--- src/pkg/csc_pkg.sv ---
/*
 Shared constants and types for the line-access front end: register map,
 field positions, sample-count thresholds and receive states.
 Assumes one sample per clock, eight samples per bit time.
*/
package csc_pkg;
	// Bit timing
	localparam int SAMPLES_PER_BIT = 8;
	localparam int IFS_ZERO_BITS   = 256;   // Length when register holds zero
	// Register byte offsets
	localparam logic [3:0] OFF_IFS    = 4'h0;
	localparam logic [3:0] OFF_CTRL   = 4'h4;
	localparam logic [3:0] OFF_STATUS = 4'h8;
	localparam logic [3:0] OFF_RXDATA = 4'hC;
	localparam logic [7:0] IFS_RESET  = 8'h00;
	// Status bit positions
	localparam int ST_LINE_IDLE   = 0;
	localparam int ST_RX_ABORT    = 1;
	localparam int ST_COLLISION   = 2;
	localparam int ST_IFS_DONE    = 3;
	localparam int ST_UNSUPPORTED = 4;
	localparam int ST_RECEIVING   = 5;
	// Decoder thresholds, in samples
	localparam logic [4:0] MIN_RUN       = 5'd3;   // Shorter level is a narrow pulse
	localparam logic [4:0] LONG_RUN      = 5'd6;   // Run this long ends at mid-cell
	localparam logic [4:0] EDGE_LOW_BAD  = 5'd6;   // Low after edge fall, no rise
	localparam logic [4:0] MID_LOW_BAD   = 5'd11;  // Low after mid fall, no rise
	localparam logic [4:0] HIGH_MISS     = 5'd11;  // High without expected fall
	localparam logic [4:0] HIGH_EOF      = 5'd18;  // Second missing fall: idle
	localparam logic [4:0] RUN_MAX       = 5'd31;
	// Recognition delays, in samples
	localparam logic [3:0] DLY_NARROW    = 4'd3;
	localparam logic [3:0] DLY_EDGE_LOW  = 4'd2;
	localparam logic [3:0] DLY_MID_LOW   = 4'd2;
	localparam logic [3:0] DLY_FALSE_EOF = 4'd4;
	// Strip buffer lengths
	localparam logic [5:0] CRC16_LEN = 6'd16;
	localparam logic [5:0] CRC32_LEN = 6'd32;
	localparam logic [2:0] BYTE_LAST = 3'd7;

	// Software control fields
	typedef struct packed {
		logic       receiver_enable_bit;
		logic       crc32_sel;
		logic       deterministic_resolution_select;
		logic [1:0] backoff_mode;   // 00 normal, 11 alternate
		logic       ext_clk_sel;
		logic       csma_mode;
	} csc_ctrl_t;
	localparam csc_ctrl_t CTRL_RESET = '0;

	// Received byte toward the receive FIFO
	typedef struct packed {
		logic       valid;
		logic [7:0] data;
	} csc_rx_byte_t;

	typedef enum logic [1:0] {
		RX_HUNT     = 2'b00,
		RX_PREAMBLE = 2'b01,
		RX_DATA     = 2'b10,
		RX_SKIP     = 2'b11
	} csc_rx_state_t;
endpackage

--- src/hw/csc_line_access.sv ---
/*
 CSMA/CD line-access front end: interframe-space deferral, Manchester
 decoding with oversampled collision detection, receive-side collision
 response. Registers over Avalon-MM with waitrequest.
 Assumes clk is the sample clock (8 samples per bit), the receive pin is
 asynchronous, and transmit jam/backoff and the receive FIFO lie outside.
*/
// The address map and the Avalon-MM interface to the registers are this design's own decisions.
`timescale 1ns/1ps

module csc_line_access
	import csc_pkg::*;
#(
	parameter int STRIP_MAX = 32
) (
	// Clock and reset
	input  wire logic        clk,
	input  wire logic        sys_rst,
	// Avalon-MM slave
	input  wire logic [3:0]  avs_address,
	input  wire logic        avs_read,
	input  wire logic        avs_write,
	input  wire logic [31:0] avs_writedata,
	input  wire logic [3:0]  avs_byteenable,
	output logic      [31:0] avs_readdata,
	output logic             avs_waitrequest,
	// Line and transmitter
	input  wire logic        serial_receive_pin,
	input  wire logic        tx_start,
	input  wire logic        tx_active,
	output logic             tx_permit,
	output logic             manchester_sel,
	// Collision events
	output logic             collision,
	output logic             resolution_join,
	// Toward the receive FIFO
	output csc_rx_byte_t     rx_byte
);
	// Register state
	logic [6:0]    ifs_hi;
	csc_ctrl_t     ctrl;
	logic          line_idle_flag;
	logic          receive_abort_error_flag;
	logic          collision_seen;
	// Line sampling and decoder
	logic          rx_s1, rx_s2, rx_prev;
	logic [4:0]    run_cnt;
	logic          in_frame, last_mid, eof_pend;
	logic [3:0]    col_cnt;
	// Interframe space
	logic [8:0]    ifs_bits;
	logic [2:0]    ifs_sub;
	logic          ifs_run;
	// Receiver
	csc_rx_state_t rx_state;
	logic          prev_bit, byte_stored;
	logic [STRIP_MAX-1:0] strip;
	logic [5:0]    strip_cnt;
	logic [7:0]    rx_sr;
	logic [2:0]    bit_cnt;

	// Register index decode, shared by read and write paths
	function automatic logic [2:0] reg_sel(input logic [3:0] a);
		if (a == OFF_IFS)
			return 3'd1;
		else if (a == OFF_CTRL)
			return 3'd2;
		else if (a == OFF_STATUS)
			return 3'd3;
		else if (a == OFF_RXDATA)
			return 3'd4;
		else
			return 3'd0;
	endfunction

	// Derived combinational terms
	logic       edge_now, is_mid, man_en, carrier, normal_bo, bus_wr, bus_rd;
	logic       first_half, dec_valid, strip_out, col_fire;
	logic [8:0] ifs_total;
	logic [2:0] sel;
	logic [3:0] col_detect;
	assign sel      = reg_sel(avs_address);
	assign bus_wr   = avs_write && !avs_waitrequest;
	assign bus_rd   = avs_read && !avs_waitrequest;
	assign edge_now = rx_s2 != rx_prev;
	assign man_en   = ctrl.csma_mode && !ctrl.ext_clk_sel;
	assign carrier  = in_frame;
	assign normal_bo = (ctrl.backoff_mode == 2'b00) && !ctrl.deterministic_resolution_select;
	assign ifs_total = (ifs_hi == 7'd0) ? 9'(IFS_ZERO_BITS) : {1'b0, ifs_hi, 1'b0};
	// low bit shows the first half
	assign first_half = ifs_run && ({1'b0, ifs_bits} > {1'b0, ifs_total[8:1], 1'b0} >> 1);
	// after a long run the transition is mid-cell
	assign is_mid    = in_frame && ((run_cnt >= LONG_RUN) || !last_mid);
	assign dec_valid = man_en && edge_now && is_mid;
	assign col_fire  = col_cnt == 4'd1;
	// strip buffer exit follows the CRC length
	assign strip_out = ctrl.crc32_sel ? strip[CRC32_LEN-1] : strip[CRC16_LEN-1];

	// Violation classifier, value is the recognition delay or zero
	always_comb begin
		col_detect = 4'd0;
		if (man_en && in_frame) begin
			if (edge_now && run_cnt < MIN_RUN)
				col_detect = DLY_NARROW;
			// no rise after an edge fall
			else if (!edge_now && !rx_s2 && !last_mid && run_cnt == EDGE_LOW_BAD)
				col_detect = DLY_EDGE_LOW;
			// no rise after a mid fall
			else if (!edge_now && !rx_s2 && last_mid && run_cnt == MID_LOW_BAD)
				col_detect = DLY_MID_LOW;
			// fall while an end of frame is pending
			else if (edge_now && !rx_s2 && eof_pend)
				col_detect = DLY_FALSE_EOF;
		end
	end

	// Two-stage synchroniser, then history stage
	// one sample per clock
	always_ff @(posedge clk) begin
		if (sys_rst) begin
			rx_s1   <= 1'b1;
			rx_s2   <= 1'b1;
			rx_prev <= 1'b1;
		end else begin
			rx_s1   <= serial_receive_pin;
			rx_s2   <= rx_s1;
			rx_prev <= rx_s2;
		end
	end

	// Run length and transition type tracking
	always_ff @(posedge clk) begin
		if (sys_rst) begin
			run_cnt  <= RUN_MAX;
			last_mid <= 1'b0;
		end else if (edge_now) begin
			run_cnt  <= 5'd1;
			last_mid <= is_mid;
		end else if (run_cnt != RUN_MAX) begin
			run_cnt  <= run_cnt + 5'd1;
		end
	end

	// Frame activity and end-of-frame detection
	always_ff @(posedge clk) begin
		if (sys_rst) begin
			in_frame <= 1'b0;
			eof_pend <= 1'b0;
		end else if (edge_now) begin
			in_frame <= man_en || in_frame;
			eof_pend <= 1'b0;
		// second missing fall declares the end
		end else if (rx_s2 && run_cnt == HIGH_EOF) begin
			in_frame <= 1'b0;
			eof_pend <= 1'b0;
		end else if (rx_s2 && in_frame && run_cnt == HIGH_MISS) begin
			eof_pend <= 1'b1;
		end
	end

	// Recognition delay and collision pulse
	// runs whatever the channel is doing
	always_ff @(posedge clk) begin
		if (sys_rst)
			col_cnt <= 4'd0;
		else if (col_detect != 4'd0 && col_cnt == 4'd0)
			col_cnt <= col_detect;
		else if (col_cnt != 4'd0)
			col_cnt <= col_cnt - 4'd1;
	end

	always_ff @(posedge clk) begin
		if (sys_rst) begin
			collision       <= 1'b0;
			resolution_join <= 1'b0;
		end else begin
			collision       <= col_fire;
			resolution_join <= col_fire && ctrl.deterministic_resolution_select && !tx_active;
		end
	end

	// Interframe space timer
	// runs in every line mode
	always_ff @(posedge clk) begin
		if (sys_rst) begin
			// first transmit held off 256 bit times
			ifs_run   <= 1'b1;
			ifs_bits  <= 9'(IFS_ZERO_BITS);
			ifs_sub   <= 3'd0;
			tx_permit <= 1'b0;
		end else if (tx_start) begin
			ifs_run   <= 1'b0;
			tx_permit <= 1'b0;
		end else if (!ifs_run && !tx_permit) begin
			// wait for the line to go quiet, then a full space
			if (!carrier) begin
				ifs_run  <= 1'b1;
				ifs_bits <= ifs_total;
				ifs_sub  <= 3'd0;
			end
		end else if (ifs_run) begin
			// only normal backoff restarts in the first half
			if (carrier && first_half && normal_bo) begin
				ifs_run <= 1'b0;
			end else begin
				ifs_sub <= ifs_sub + 3'd1;
				if (ifs_sub == 3'(SAMPLES_PER_BIT - 1)) begin
					ifs_bits <= ifs_bits - 9'd1;
					// expiry permits transmit regardless of carrier
					if (ifs_bits == 9'd1) begin
						ifs_run   <= 1'b0;
						tx_permit <= 1'b1;
					end
				end
			end
		end
	end

	// Receive framing, strip buffer and byte assembly
	always_ff @(posedge clk) begin
		if (sys_rst) begin
			rx_state    <= RX_HUNT;
			prev_bit    <= 1'b0;
			byte_stored <= 1'b0;
			strip       <= '0;
			strip_cnt   <= 6'd0;
			rx_sr       <= 8'h00;
			bit_cnt     <= 3'd0;
			rx_byte     <= '0;
		end else begin
			rx_byte.valid <= 1'b0;
			// collision aborts the frame in every receive state except RX_HUNT
			if (col_fire && rx_state != RX_HUNT) begin
				rx_state <= RX_HUNT;
			end else if (!in_frame) begin
				rx_state <= RX_HUNT;
			end else begin
				case (rx_state)
					RX_HUNT: begin
						if (ctrl.receiver_enable_bit && dec_valid) begin
							rx_state    <= RX_PREAMBLE;
							prev_bit    <= rx_s2;
							byte_stored <= 1'b0;
							strip_cnt   <= 6'd0;
							bit_cnt     <= 3'd0;
						end
					end
					RX_PREAMBLE: begin
						// Two ones close the preamble; two zeros spoil it
						if (dec_valid) begin
							prev_bit <= rx_s2;
							if (rx_s2 && prev_bit)
								rx_state <= RX_DATA;
							else if (!rx_s2 && !prev_bit)
								rx_state <= RX_SKIP;
						end
					end
					RX_DATA: begin
						// mid-cell decision lands half a bit late
						if (dec_valid) begin
							strip <= {strip[STRIP_MAX-2:0], rx_s2};
							if (strip_cnt != (ctrl.crc32_sel ? CRC32_LEN : CRC16_LEN)) begin
								strip_cnt <= strip_cnt + 6'd1;
							end else begin
								// first bit lands in the low bit
								rx_sr   <= {strip_out, rx_sr[7:1]};
								bit_cnt <= bit_cnt + 3'd1;
								if (bit_cnt == BYTE_LAST) begin
									rx_byte.valid <= 1'b1;
									rx_byte.data  <= {strip_out, rx_sr[7:1]};
									byte_stored   <= 1'b1;
								end
							end
						end
					end
					RX_SKIP: begin
						rx_state <= RX_SKIP;
					end
					default: begin
						rx_state <= RX_HUNT;
					end
				endcase
			end
		end
	end

	// Bus handshake: one wait cycle, then answer
	always_ff @(posedge clk) begin
		if (sys_rst)
			avs_waitrequest <= 1'b1;
		else if ((avs_read || avs_write) && avs_waitrequest)
			avs_waitrequest <= 1'b0;
		else
			avs_waitrequest <= 1'b1;
	end

	// Read data, taken while the request waits
	always_ff @(posedge clk) begin
		if (sys_rst) begin
			avs_readdata <= 32'h0000_0000;
		end else if (avs_read && avs_waitrequest) begin
			avs_readdata <= 32'h0000_0000;
			case (sel)
				3'd1: avs_readdata[7:0] <= {ifs_hi, first_half};
				3'd2: avs_readdata[6:0] <= ctrl;
				3'd3: begin
					avs_readdata[ST_LINE_IDLE]   <= line_idle_flag;
					avs_readdata[ST_RX_ABORT]    <= receive_abort_error_flag;
					avs_readdata[ST_COLLISION]   <= collision_seen;
					avs_readdata[ST_IFS_DONE]    <= tx_permit;
					avs_readdata[ST_UNSUPPORTED] <= ctrl.csma_mode && ctrl.ext_clk_sel;
					avs_readdata[ST_RECEIVING]   <= rx_state != RX_HUNT;
				end
				3'd4: avs_readdata[7:0] <= rx_byte.data;
				default: avs_readdata <= 32'h0000_0000;
			endcase
		end
	end

	// Interframe space register
	// only even values reach the timer
	always_ff @(posedge clk) begin
		if (sys_rst)
			ifs_hi <= IFS_RESET[7:1];
		else if (bus_wr && avs_byteenable[0] && sel == 3'd1)
			ifs_hi <= avs_writedata[7:1];
	end

	// Control register; hardware clears receiver enable on late abort
	always_ff @(posedge clk) begin
		if (sys_rst) begin
			ctrl <= CTRL_RESET;
		end else begin
			if (bus_wr && avs_byteenable[0] && sel == 3'd2)
				ctrl <= avs_writedata[6:0];
			if (col_fire && rx_state != RX_HUNT && byte_stored)
				ctrl.receiver_enable_bit <= 1'b0;
		end
	end

	// Sticky status, write one to clear, set wins
	always_ff @(posedge clk) begin
		if (sys_rst) begin
			line_idle_flag           <= 1'b0;
			receive_abort_error_flag <= 1'b0;
			collision_seen           <= 1'b0;
		end else begin
			if (bus_wr && avs_byteenable[0] && sel == 3'd3) begin
				if (avs_writedata[ST_LINE_IDLE])
					line_idle_flag <= 1'b0;
				if (avs_writedata[ST_RX_ABORT])
					receive_abort_error_flag <= 1'b0;
				if (avs_writedata[ST_COLLISION])
					collision_seen <= 1'b0;
			end
			if (!edge_now && rx_s2 && in_frame && run_cnt == HIGH_EOF)
				line_idle_flag <= 1'b1;
			// abort flag after a stored byte
			if (col_fire && rx_state != RX_HUNT && byte_stored)
				receive_abort_error_flag <= 1'b1;
			if (col_fire)
				collision_seen <= 1'b1;
		end
	end

	// Coding select output
	always_ff @(posedge clk) begin
		if (sys_rst)
			manchester_sel <= 1'b0;
		else
			manchester_sel <= man_en;
	end
endmodule // csc_line_access

--- config.mk ---
export PLATFORM = sky130hd
export DESIGN_NAME = csc_line_access
export DESIGN_NICKNAME = d
export VERILOG_FILES = /design/src/pkg/csc_pkg.sv /design/src/hw/csc_line_access.sv
export SDC_FILE = /design/constraint.sdc
export NUM_CORES = 1
export LEC_CHECK = 0
export BUFFER_PORTS_ARGS = -buffer_cell sky130_fd_sc_hd__buf_2
export CAP_MARGIN = 20
export CORE_ASPECT_RATIO = 0.7
export CORE_MARGIN = 4
export CORE_UTILIZATION = 61
export DETAILED_ROUTE_END_ITERATION = 8
export MAX_ROUTING_LAYER = met4
export PLACE_DENSITY = 0.86
export SYNTH_ARGS = -nofsm -noshare
export SYNTH_HDL_FRONTEND = slang
export SYNTH_SLANG_ARGS = --single-unit
--- constraint.sdc ---
create_clock -name clk -period 6.1 [get_ports clk]
set_clock_uncertainty 0.05 [all_clocks]
set_input_delay 0.61 -clock clk [delete_from_list [all_inputs] [get_ports clk]]
set_output_delay 0.61 -clock clk [all_outputs]
set_load 0.05 [all_outputs]
# ---- Word-level counts from Yosys, hierarchy flattened
# Index checks and enable logic that the tools add are counted.
dict set report word_totals {
  regBits 120
  latch_bits 0
  ram_bits 0
  rom_bits 0
  inputBits 47
  out_inout_bits 46
  word_cells 248
  memories 0
}
dict set report op_classes {
  addsub 6
  multipliers 0
  n_div 0
  order_cmp 3
  n_eq_ne 30
  shift 0
  muxes 69
  n_bitwise 8
  n_reduce_logical 95
}
# cell n
set op_table {}
lappend op_table {{$mux W9} 7}
lappend op_table {{$mux W3} 16}
lappend op_table {{$logic_and A1 B1 Y1} 40}
lappend op_table {{$reduce_bool A2 Y1} 14}
lappend op_table {{$mux W1} 26}
lappend op_table {{$mux W6} 4}
lappend op_table {{$pmux W6 S4} 1}
lappend op_table {{$reduce_and A5 Y1} 4}
lappend op_table {{$reduce_and A6 Y1} 3}
lappend op_table {{$ne A2 B2 Y1 const B} 8}
lappend op_table {{$pmux W6 S2} 1}
lappend op_table {{$reduce_and A4 Y1} 3}
lappend op_table {{$logic_not A1 Y1} 10}
lappend op_table {{$mux W5} 2}
lappend op_table {{$eq A3 B3 Y1 const B} 3}
lappend op_table {{$eq A9 B1 Y1 const B} 1}
lappend op_table {{$gt A9 B8 Y1} 1}
lappend op_table {{$sub A9 B1 Y9 const B} 1}
lappend op_table {{$eq A4 B4 Y1 const B} 2}
lappend op_table {{$logic_not A4 Y1} 2}
lappend op_table {{$mux W2} 4}
lappend op_table {{$mux W4} 2}
lappend op_table {{$not A1 Y1} 8}
lappend op_table {{$reduce_bool A4 Y1} 2}
lappend op_table {{32 further kinds} 46}

# ---- Depth between registers and ports, before layout
dict set report logic_depth {
  ltp_word 12
  ltp_mapped 9
  mapped_depth_nobuf 8
}

# ---- Worst setup path after synthesis
# Ideal clock, no wire load.
dict set report synth_timing {
  path_kind {register to register}
  startpoint {register ifs_hi[2]}
  endpoint {register ifs_bits[4]}
  setup_ns 0.117
  arrival_ns 2.257
  required_time_ns 5.933
  setup_slack_ns 3.676
  path_stages_with_launch 9
  path_buffers 0
  synth_period_minus_slack_ns 2.424
  cell_sequence {dfxtp_1 nor4_1 nand2_1 ha_1 nand4b_1 or3_1 o311a_1 a221o_1 a32o_1}
}
dict set report synth_between {
  elab_chain_cells 8
  elab_cells_between_ends 10
  classes_between {1 x order compare; 1 x eq/ne; 3 x mux; 5 x reduce/logical}
}
# element line_no
set synth_lines {}
lappend synth_lines {{start: declaration} csc_line_access.sv:40} ;# logic [6:0] ifs_hi;
lappend synth_lines {{start signal: assignment} csc_line_access.sv:324} ;# ifs_hi <= IFS_RESET[7:1];
lappend synth_lines {{start signal: assignment} csc_line_access.sv:326} ;# ifs_hi <= avs_writedata[7:1];
lappend synth_lines {{$logic_not A7 Y1} csc_line_access.sv:89} ;# assign ifs_total = (ifs_hi == 7'd0) ? 9'(IFS_ZERO_BITS) : {1'b0, ifs_hi, 1'b0};
lappend synth_lines {{$mux W9 *} csc_line_access.sv:89}
lappend synth_lines {{$gt A9 B8 Y1} csc_line_access.sv:91} ;# assign first_half = ifs_run && ({1'b0, ifs_bits} > {1'b0, ifs_total[8:1], 1'b0} >> 1);
lappend synth_lines {{$logic_and A1 B1 Y1} csc_line_access.sv:91}
lappend synth_lines {{$logic_and A1 B1 Y1 (2 in a row)} csc_line_access.sv:203} ;# if (carrier && first_half && normal_bo) begin
lappend synth_lines {{$ne A2 B2 Y1 (no line)} --}
lappend synth_lines {{$reduce_and A5 Y1 (no line)} --}
lappend synth_lines {{end signal: assignment} csc_line_access.sv:188} ;# ifs_bits <= 9'(IFS_ZERO_BITS);
lappend synth_lines {{end signal: assignment} csc_line_access.sv:198} ;# ifs_bits <= ifs_total;
lappend synth_lines {{end signal: assignment} csc_line_access.sv:208} ;# ifs_bits <= ifs_bits - 9'd1;
lappend synth_lines {{end: declaration} csc_line_access.sv:51} ;# logic [8:0] ifs_bits;
# Every way passes the cells marked *; elsewhere a longest branch is shown, timed or not. The select of a mux whose other input is x is not followed.
# A chain may end at the register's enable or synchronous reset.

# ---- Final worst setup path
dict set report layout_timing {
  startpoint {register rx_s2}
  endpoint {register rx_sr[6]}
}
dict set report layout_between {
  elab_chain_cells 4
}
# element line_no
set layout_lines {}
lappend layout_lines {{start: declaration} csc_line_access.sv:46} ;# logic rx_s1, rx_s2, rx_prev;
lappend layout_lines {{start signal: assignment} csc_line_access.sv:126} ;# rx_s2 <= rx_s1;
lappend layout_lines {{$ne A1 B1 Y1} csc_line_access.sv:85} ;# assign edge_now = rx_s2 != rx_prev;
lappend layout_lines {{via edge_now} csc_line_access.sv:77} ;# logic edge_now, is_mid, man_en, carrier, normal_bo, bus_wr, bus_rd;
lappend layout_lines {{$logic_and A1 B1 Y1 (2 in a row)} csc_line_access.sv:94} ;# assign dec_valid = man_en && edge_now && is_mid;
lappend layout_lines {{$reduce_and A5 Y1 (no line)} --}
lappend layout_lines {{end signal: assignment} csc_line_access.sv:266} ;# rx_sr <= {strip_out, rx_sr[7:1]};
lappend layout_lines {{end: declaration} csc_line_access.sv:59} ;# logic [7:0] rx_sr;
# The timed path passes the listed nets, and every way through them passes these cells.

==> flow_summary_export.csv <==
group,metric,value,unit
power,power,2.27,mW
power,p_leak,2.63,nW
sta,relSlewSlack,30.1,%
yosys,ys_warn_count,0,
clock_tree,cts_tree,"done",
placement,place_area,5930,sq um
clock_tree,clock_path_buffers,2,
power,p_seq_share,38.0,%
yosys,synth-edff-count,0,
worst_setup_path,cpMaxStageDelayCell,"nor3_4",
power,clkPwrFrac,47.4,%
sta,worst_slack,3.18,ns
worst_setup_path,crit_chain,"inv_1 > ha_1 > nand3b_4 > a211o_1 > nor3_4 > mux2i_1 > nor2_1",
yosys,netlist_area,5790,sq um
power,power.switching,610,uW
floorplanning,die_w,124,um
sta,tns,0,ns
cells_and_area,drive_above_1_share,13.7,%
worst_setup_path,crit_fanout,15,
cells_and_area,fillers,643,
cells_and_area,final_area,6590,sq um
cells_and_area,fin_cells,839,
floorplanning,fp.dieArea,11100,sq um
sta,rsz0062_at_grt,"false",
yosys,async_flop_share,0,%
clock_tree,post-cts-setup-buffer-count,0,
min_path,min_path_type,"primary input to flop",
cells_and_area,nNetsFinal,775,
yosys,ys.flop_type,"dfxtp_1",
global_routing,grt_max_degree,104,
clock_tree,cts_buffers,17,
route,drtPass1Iterations,6,
floorplanning,core-area,9140,sq um
cells_and_area,syn_to_final_growth,13.9,%
placement,dp_cells,805,
worst_setup_path,cp.required,6.30,ns
clock_tree,htreeDepth,4,
clock_tree,hold_buffers,0,
sta,setup_viol,0,
placement,pre_cts_ws,2.93,ns
global_routing,grt.overflow.total,0,
worst_setup_path,worst_setup_path_end_kind,"flop",
yosys,synthDistinctLibCells,70,
sta,final_hold_viol_count,0,
placement,gp_congestion,0.906,
yosys,synth_top_area_share,41.2,%
yosys,synth_top_area_cell,"dfxtp_1",
worst_setup_path,max_stage_delay,0.61,ns
power,peakVddDrop,0.218,mV
clock_tree,cts_root_buf,"clkbuf_16",
route,wl_per_cell,16.8,um
floorplanning,initial_core_util,63.3,%
cells_and_area,multi_input_area,3100,sq um
worst_setup_path,start_kind,"flop",
global_routing,grt_util_all_layers,26.5,%
placement,post-dp-hpwl,9250,um
clock_tree,clkLatencyLatePin,0.42,ns
clock_tree,numClockSinks,119,
outcome,status,"complete, no violations",
route,ant_nets,0,
sta,min_period_over_period,47.8,%
route,via_count,5043,
sta,drv_slew,0,
global_routing,grt_use_met1,31.5,%
global_routing,grt_first_pass_wirelength,22900,um
worst_setup_path,path_class,"flop to flop",
power,p_sw_share,26.8,%
power,p_int,1.66,mW
sta,fin_crit,2.92,ns
cells_and_area,num_antenna_cells,0,
global_routing,use_met2,43.6,%
global_routing,grt_pass1_vias,4760,
clock_tree,cts.repair.resized,0,
yosys,postSynthAreaPerCell,8.59,sq um
global_routing,use_met3,7.22,%
floorplanning,ioPinCount,93,
sta,clock.fmax,343,MHz
yosys,synthCells,674,
sta,tightest_slew,1.05,ns
route,detail_route.drc_violations,0,
job,cap_violations,0,
global_routing,grt-busiest-layer,"met2",
route,via_per_inst,6.01,
route,drtIter0Drc,568,
floorplanning,die_h,89.5,um
power,pwr-share-comb,14.6,%
placement,port_buffers,41,
worst_setup_path,arrival,3.12,ns
route,drt_wl_total,14100,um
floorplanning,rows,29,
cells_and_area,regArea,2380,sq um
clock_tree,path_clk_slew,0.05,ns
global_routing,grt_antenna_before_repair,0,
yosys,yosysSeqAreaShare,41.2,%
yosys,synth_seq_cells,119,
yosys,synth.top_cells.by_area,"dfxtp_1, nand2_1, a21oi_1",
power,cellPowerDensity,345,nW/um^2
[synth_stat cells (all sizes together), types with 3 or more instances]
library cell / number
ha: 26
nand4b: 5
mux2i: 29
and2: 5
o221ai: 3
nand3b: 5
o21ai: 14
nand3: 23
a32o: 6
a21oi: 71
a2111oi: 5
nor2b: 7
dfxtp: 119
nor3: 11
nor3b: 7
nand2: 110
xnor2: 5
or4: 4
or3: 5
a22oi: 10
o211ai: 5
nor4: 3
buf: 27
a211oi: 5
mux4: 5
nand2b: 6
nor2: 62
nand4: 4
clkbuf: 31
or2: 4
inv: 21
[stage by stage]
| step | hold WS (ns) | util, % |
|---|---|---|
| finish | 0.340 | 72.1 |
| global route | 0.342 | 72.1 |
| CTS | 0.334 | 71.8 |
| detailed placement | 0.350 | 64.8 |
| global placement | 0.349 | 64.8 |
| floorplan | 0.339 | - |
[layout by cell type (no fill, tap or decap), types with 5 or more instances in the layout]
master / instances
nand3_1: 23
clkbuf_16: 17
nor2_1: 61
o21ai_0: 10
a22oi_1: 10
nand4b_1: 5
bufinv_16: 5
or3_1: 5
o211ai_1: 5
nor2b_1: 7
and2_1: 5
nand2_1: 110
conb_1: 24
xnor2_1: 5
a21oi_1: 69
a32o_1: 6
dfxtp_1: 119
inv_1: 21
nand2b_1: 6
ha_1: 26
mux4_2: 5
buf_2: 41
nor3_1: 10
mux2i_1: 29
nor3b_1: 6
[state kept, by name, summed over array words and instances (netlist names), 2 cells and up]
| signal | count |
|---|---|
| run_cnt | 5 |
| avs_readdata | 8 |
| ifs_sub | 3 |
| col_cnt | 4 |
| rx_byte | 9 |
| ctrl | 7 |
| strip_cnt | 6 |
| ifs_bits | 9 |
| rx_state | 2 |
| ifs_hi | 7 |
| rx_sr | 7 |
| strip | 32 |
| bit_cnt | 3 |
[final cells by class]
class | count | area share, %
Clock inverter | 13 | 3.09
Multi-Input combinational cell | 499 | 47.0
Inverter | 21 | 1.20
Timing Repair Buffer | 44 | 3.68
Tap cell | 124 | 2.35
Sequential cell | 119 | 36.1
Clock buffer | 19 | 6.57
[critical path, delay by kind of cell, from the launching register on]
kind                     cells  cell delay (ns)
adder cells (fa/ha/maj)      1             0.56
AND/OR/NAND/NOR              3             0.83
AO/OA/AOI/OAI                1             0.40
flip-flops                   1             0.48
buffers and inverters        1             0.13
multiplexers                 1             0.30
[metal layers]
metal  vias to the layer above  share of wire [%]
met5                         -                  0
met4                         0                2.3
met3                        39                9.3
met2                       252                 46
met1                      2369                 42
li1                       2383                  -
[kinds of logic (layout without fill, tap and decap cells)]
kind of cell / Yosys count / after routing / synth area share [%]
compound gates: 138 / 138 / 15.7
xor+xnor: 6 / 6 / 0.908
fa+ha+maj: 26 / 26 / 5.62
buf+inv: 79 / 97 / 6.85
flops: 119 / 119 / 41.2
mux: 35 / 35 / 7.16
other cells: 1 / 24 / 0.0648
simple gates: 270 / 270 / 22.5
[power by group through the flow]
stage               combinational, mW  clock (mW)  sequential [mW]
floorplan                       0.268           0            0.876
global placement                0.308           0            0.876
detailed placement              0.324           0            0.879
CTS                             0.331        1.08            0.864
global route                    0.375        1.11            0.870
finish                          0.333        1.08            0.864
[final timing paths]
kind | from | end | slack [ns] | cells past startpoint
worst min register to register | rx_s1$_SDFF_PP1_ | rx_s2$_SDFF_PP1_ | 0.36 | 1
worst max register to register | rx_s2$_SDFF_PP1_ | rx_sr[6]$_SDFFE_PP0P_ | 3.18 | 7
worst max-delay path | rx_s2$_SDFF_PP1_ | rx_sr[6]$_SDFFE_PP0P_ | 3.18 | 7
worst min-delay path | tx_active | resolution_join$_SDFF_PP0_ | 0.34 | 2
No activity file was read; power rests on OpenSTA's default activity.
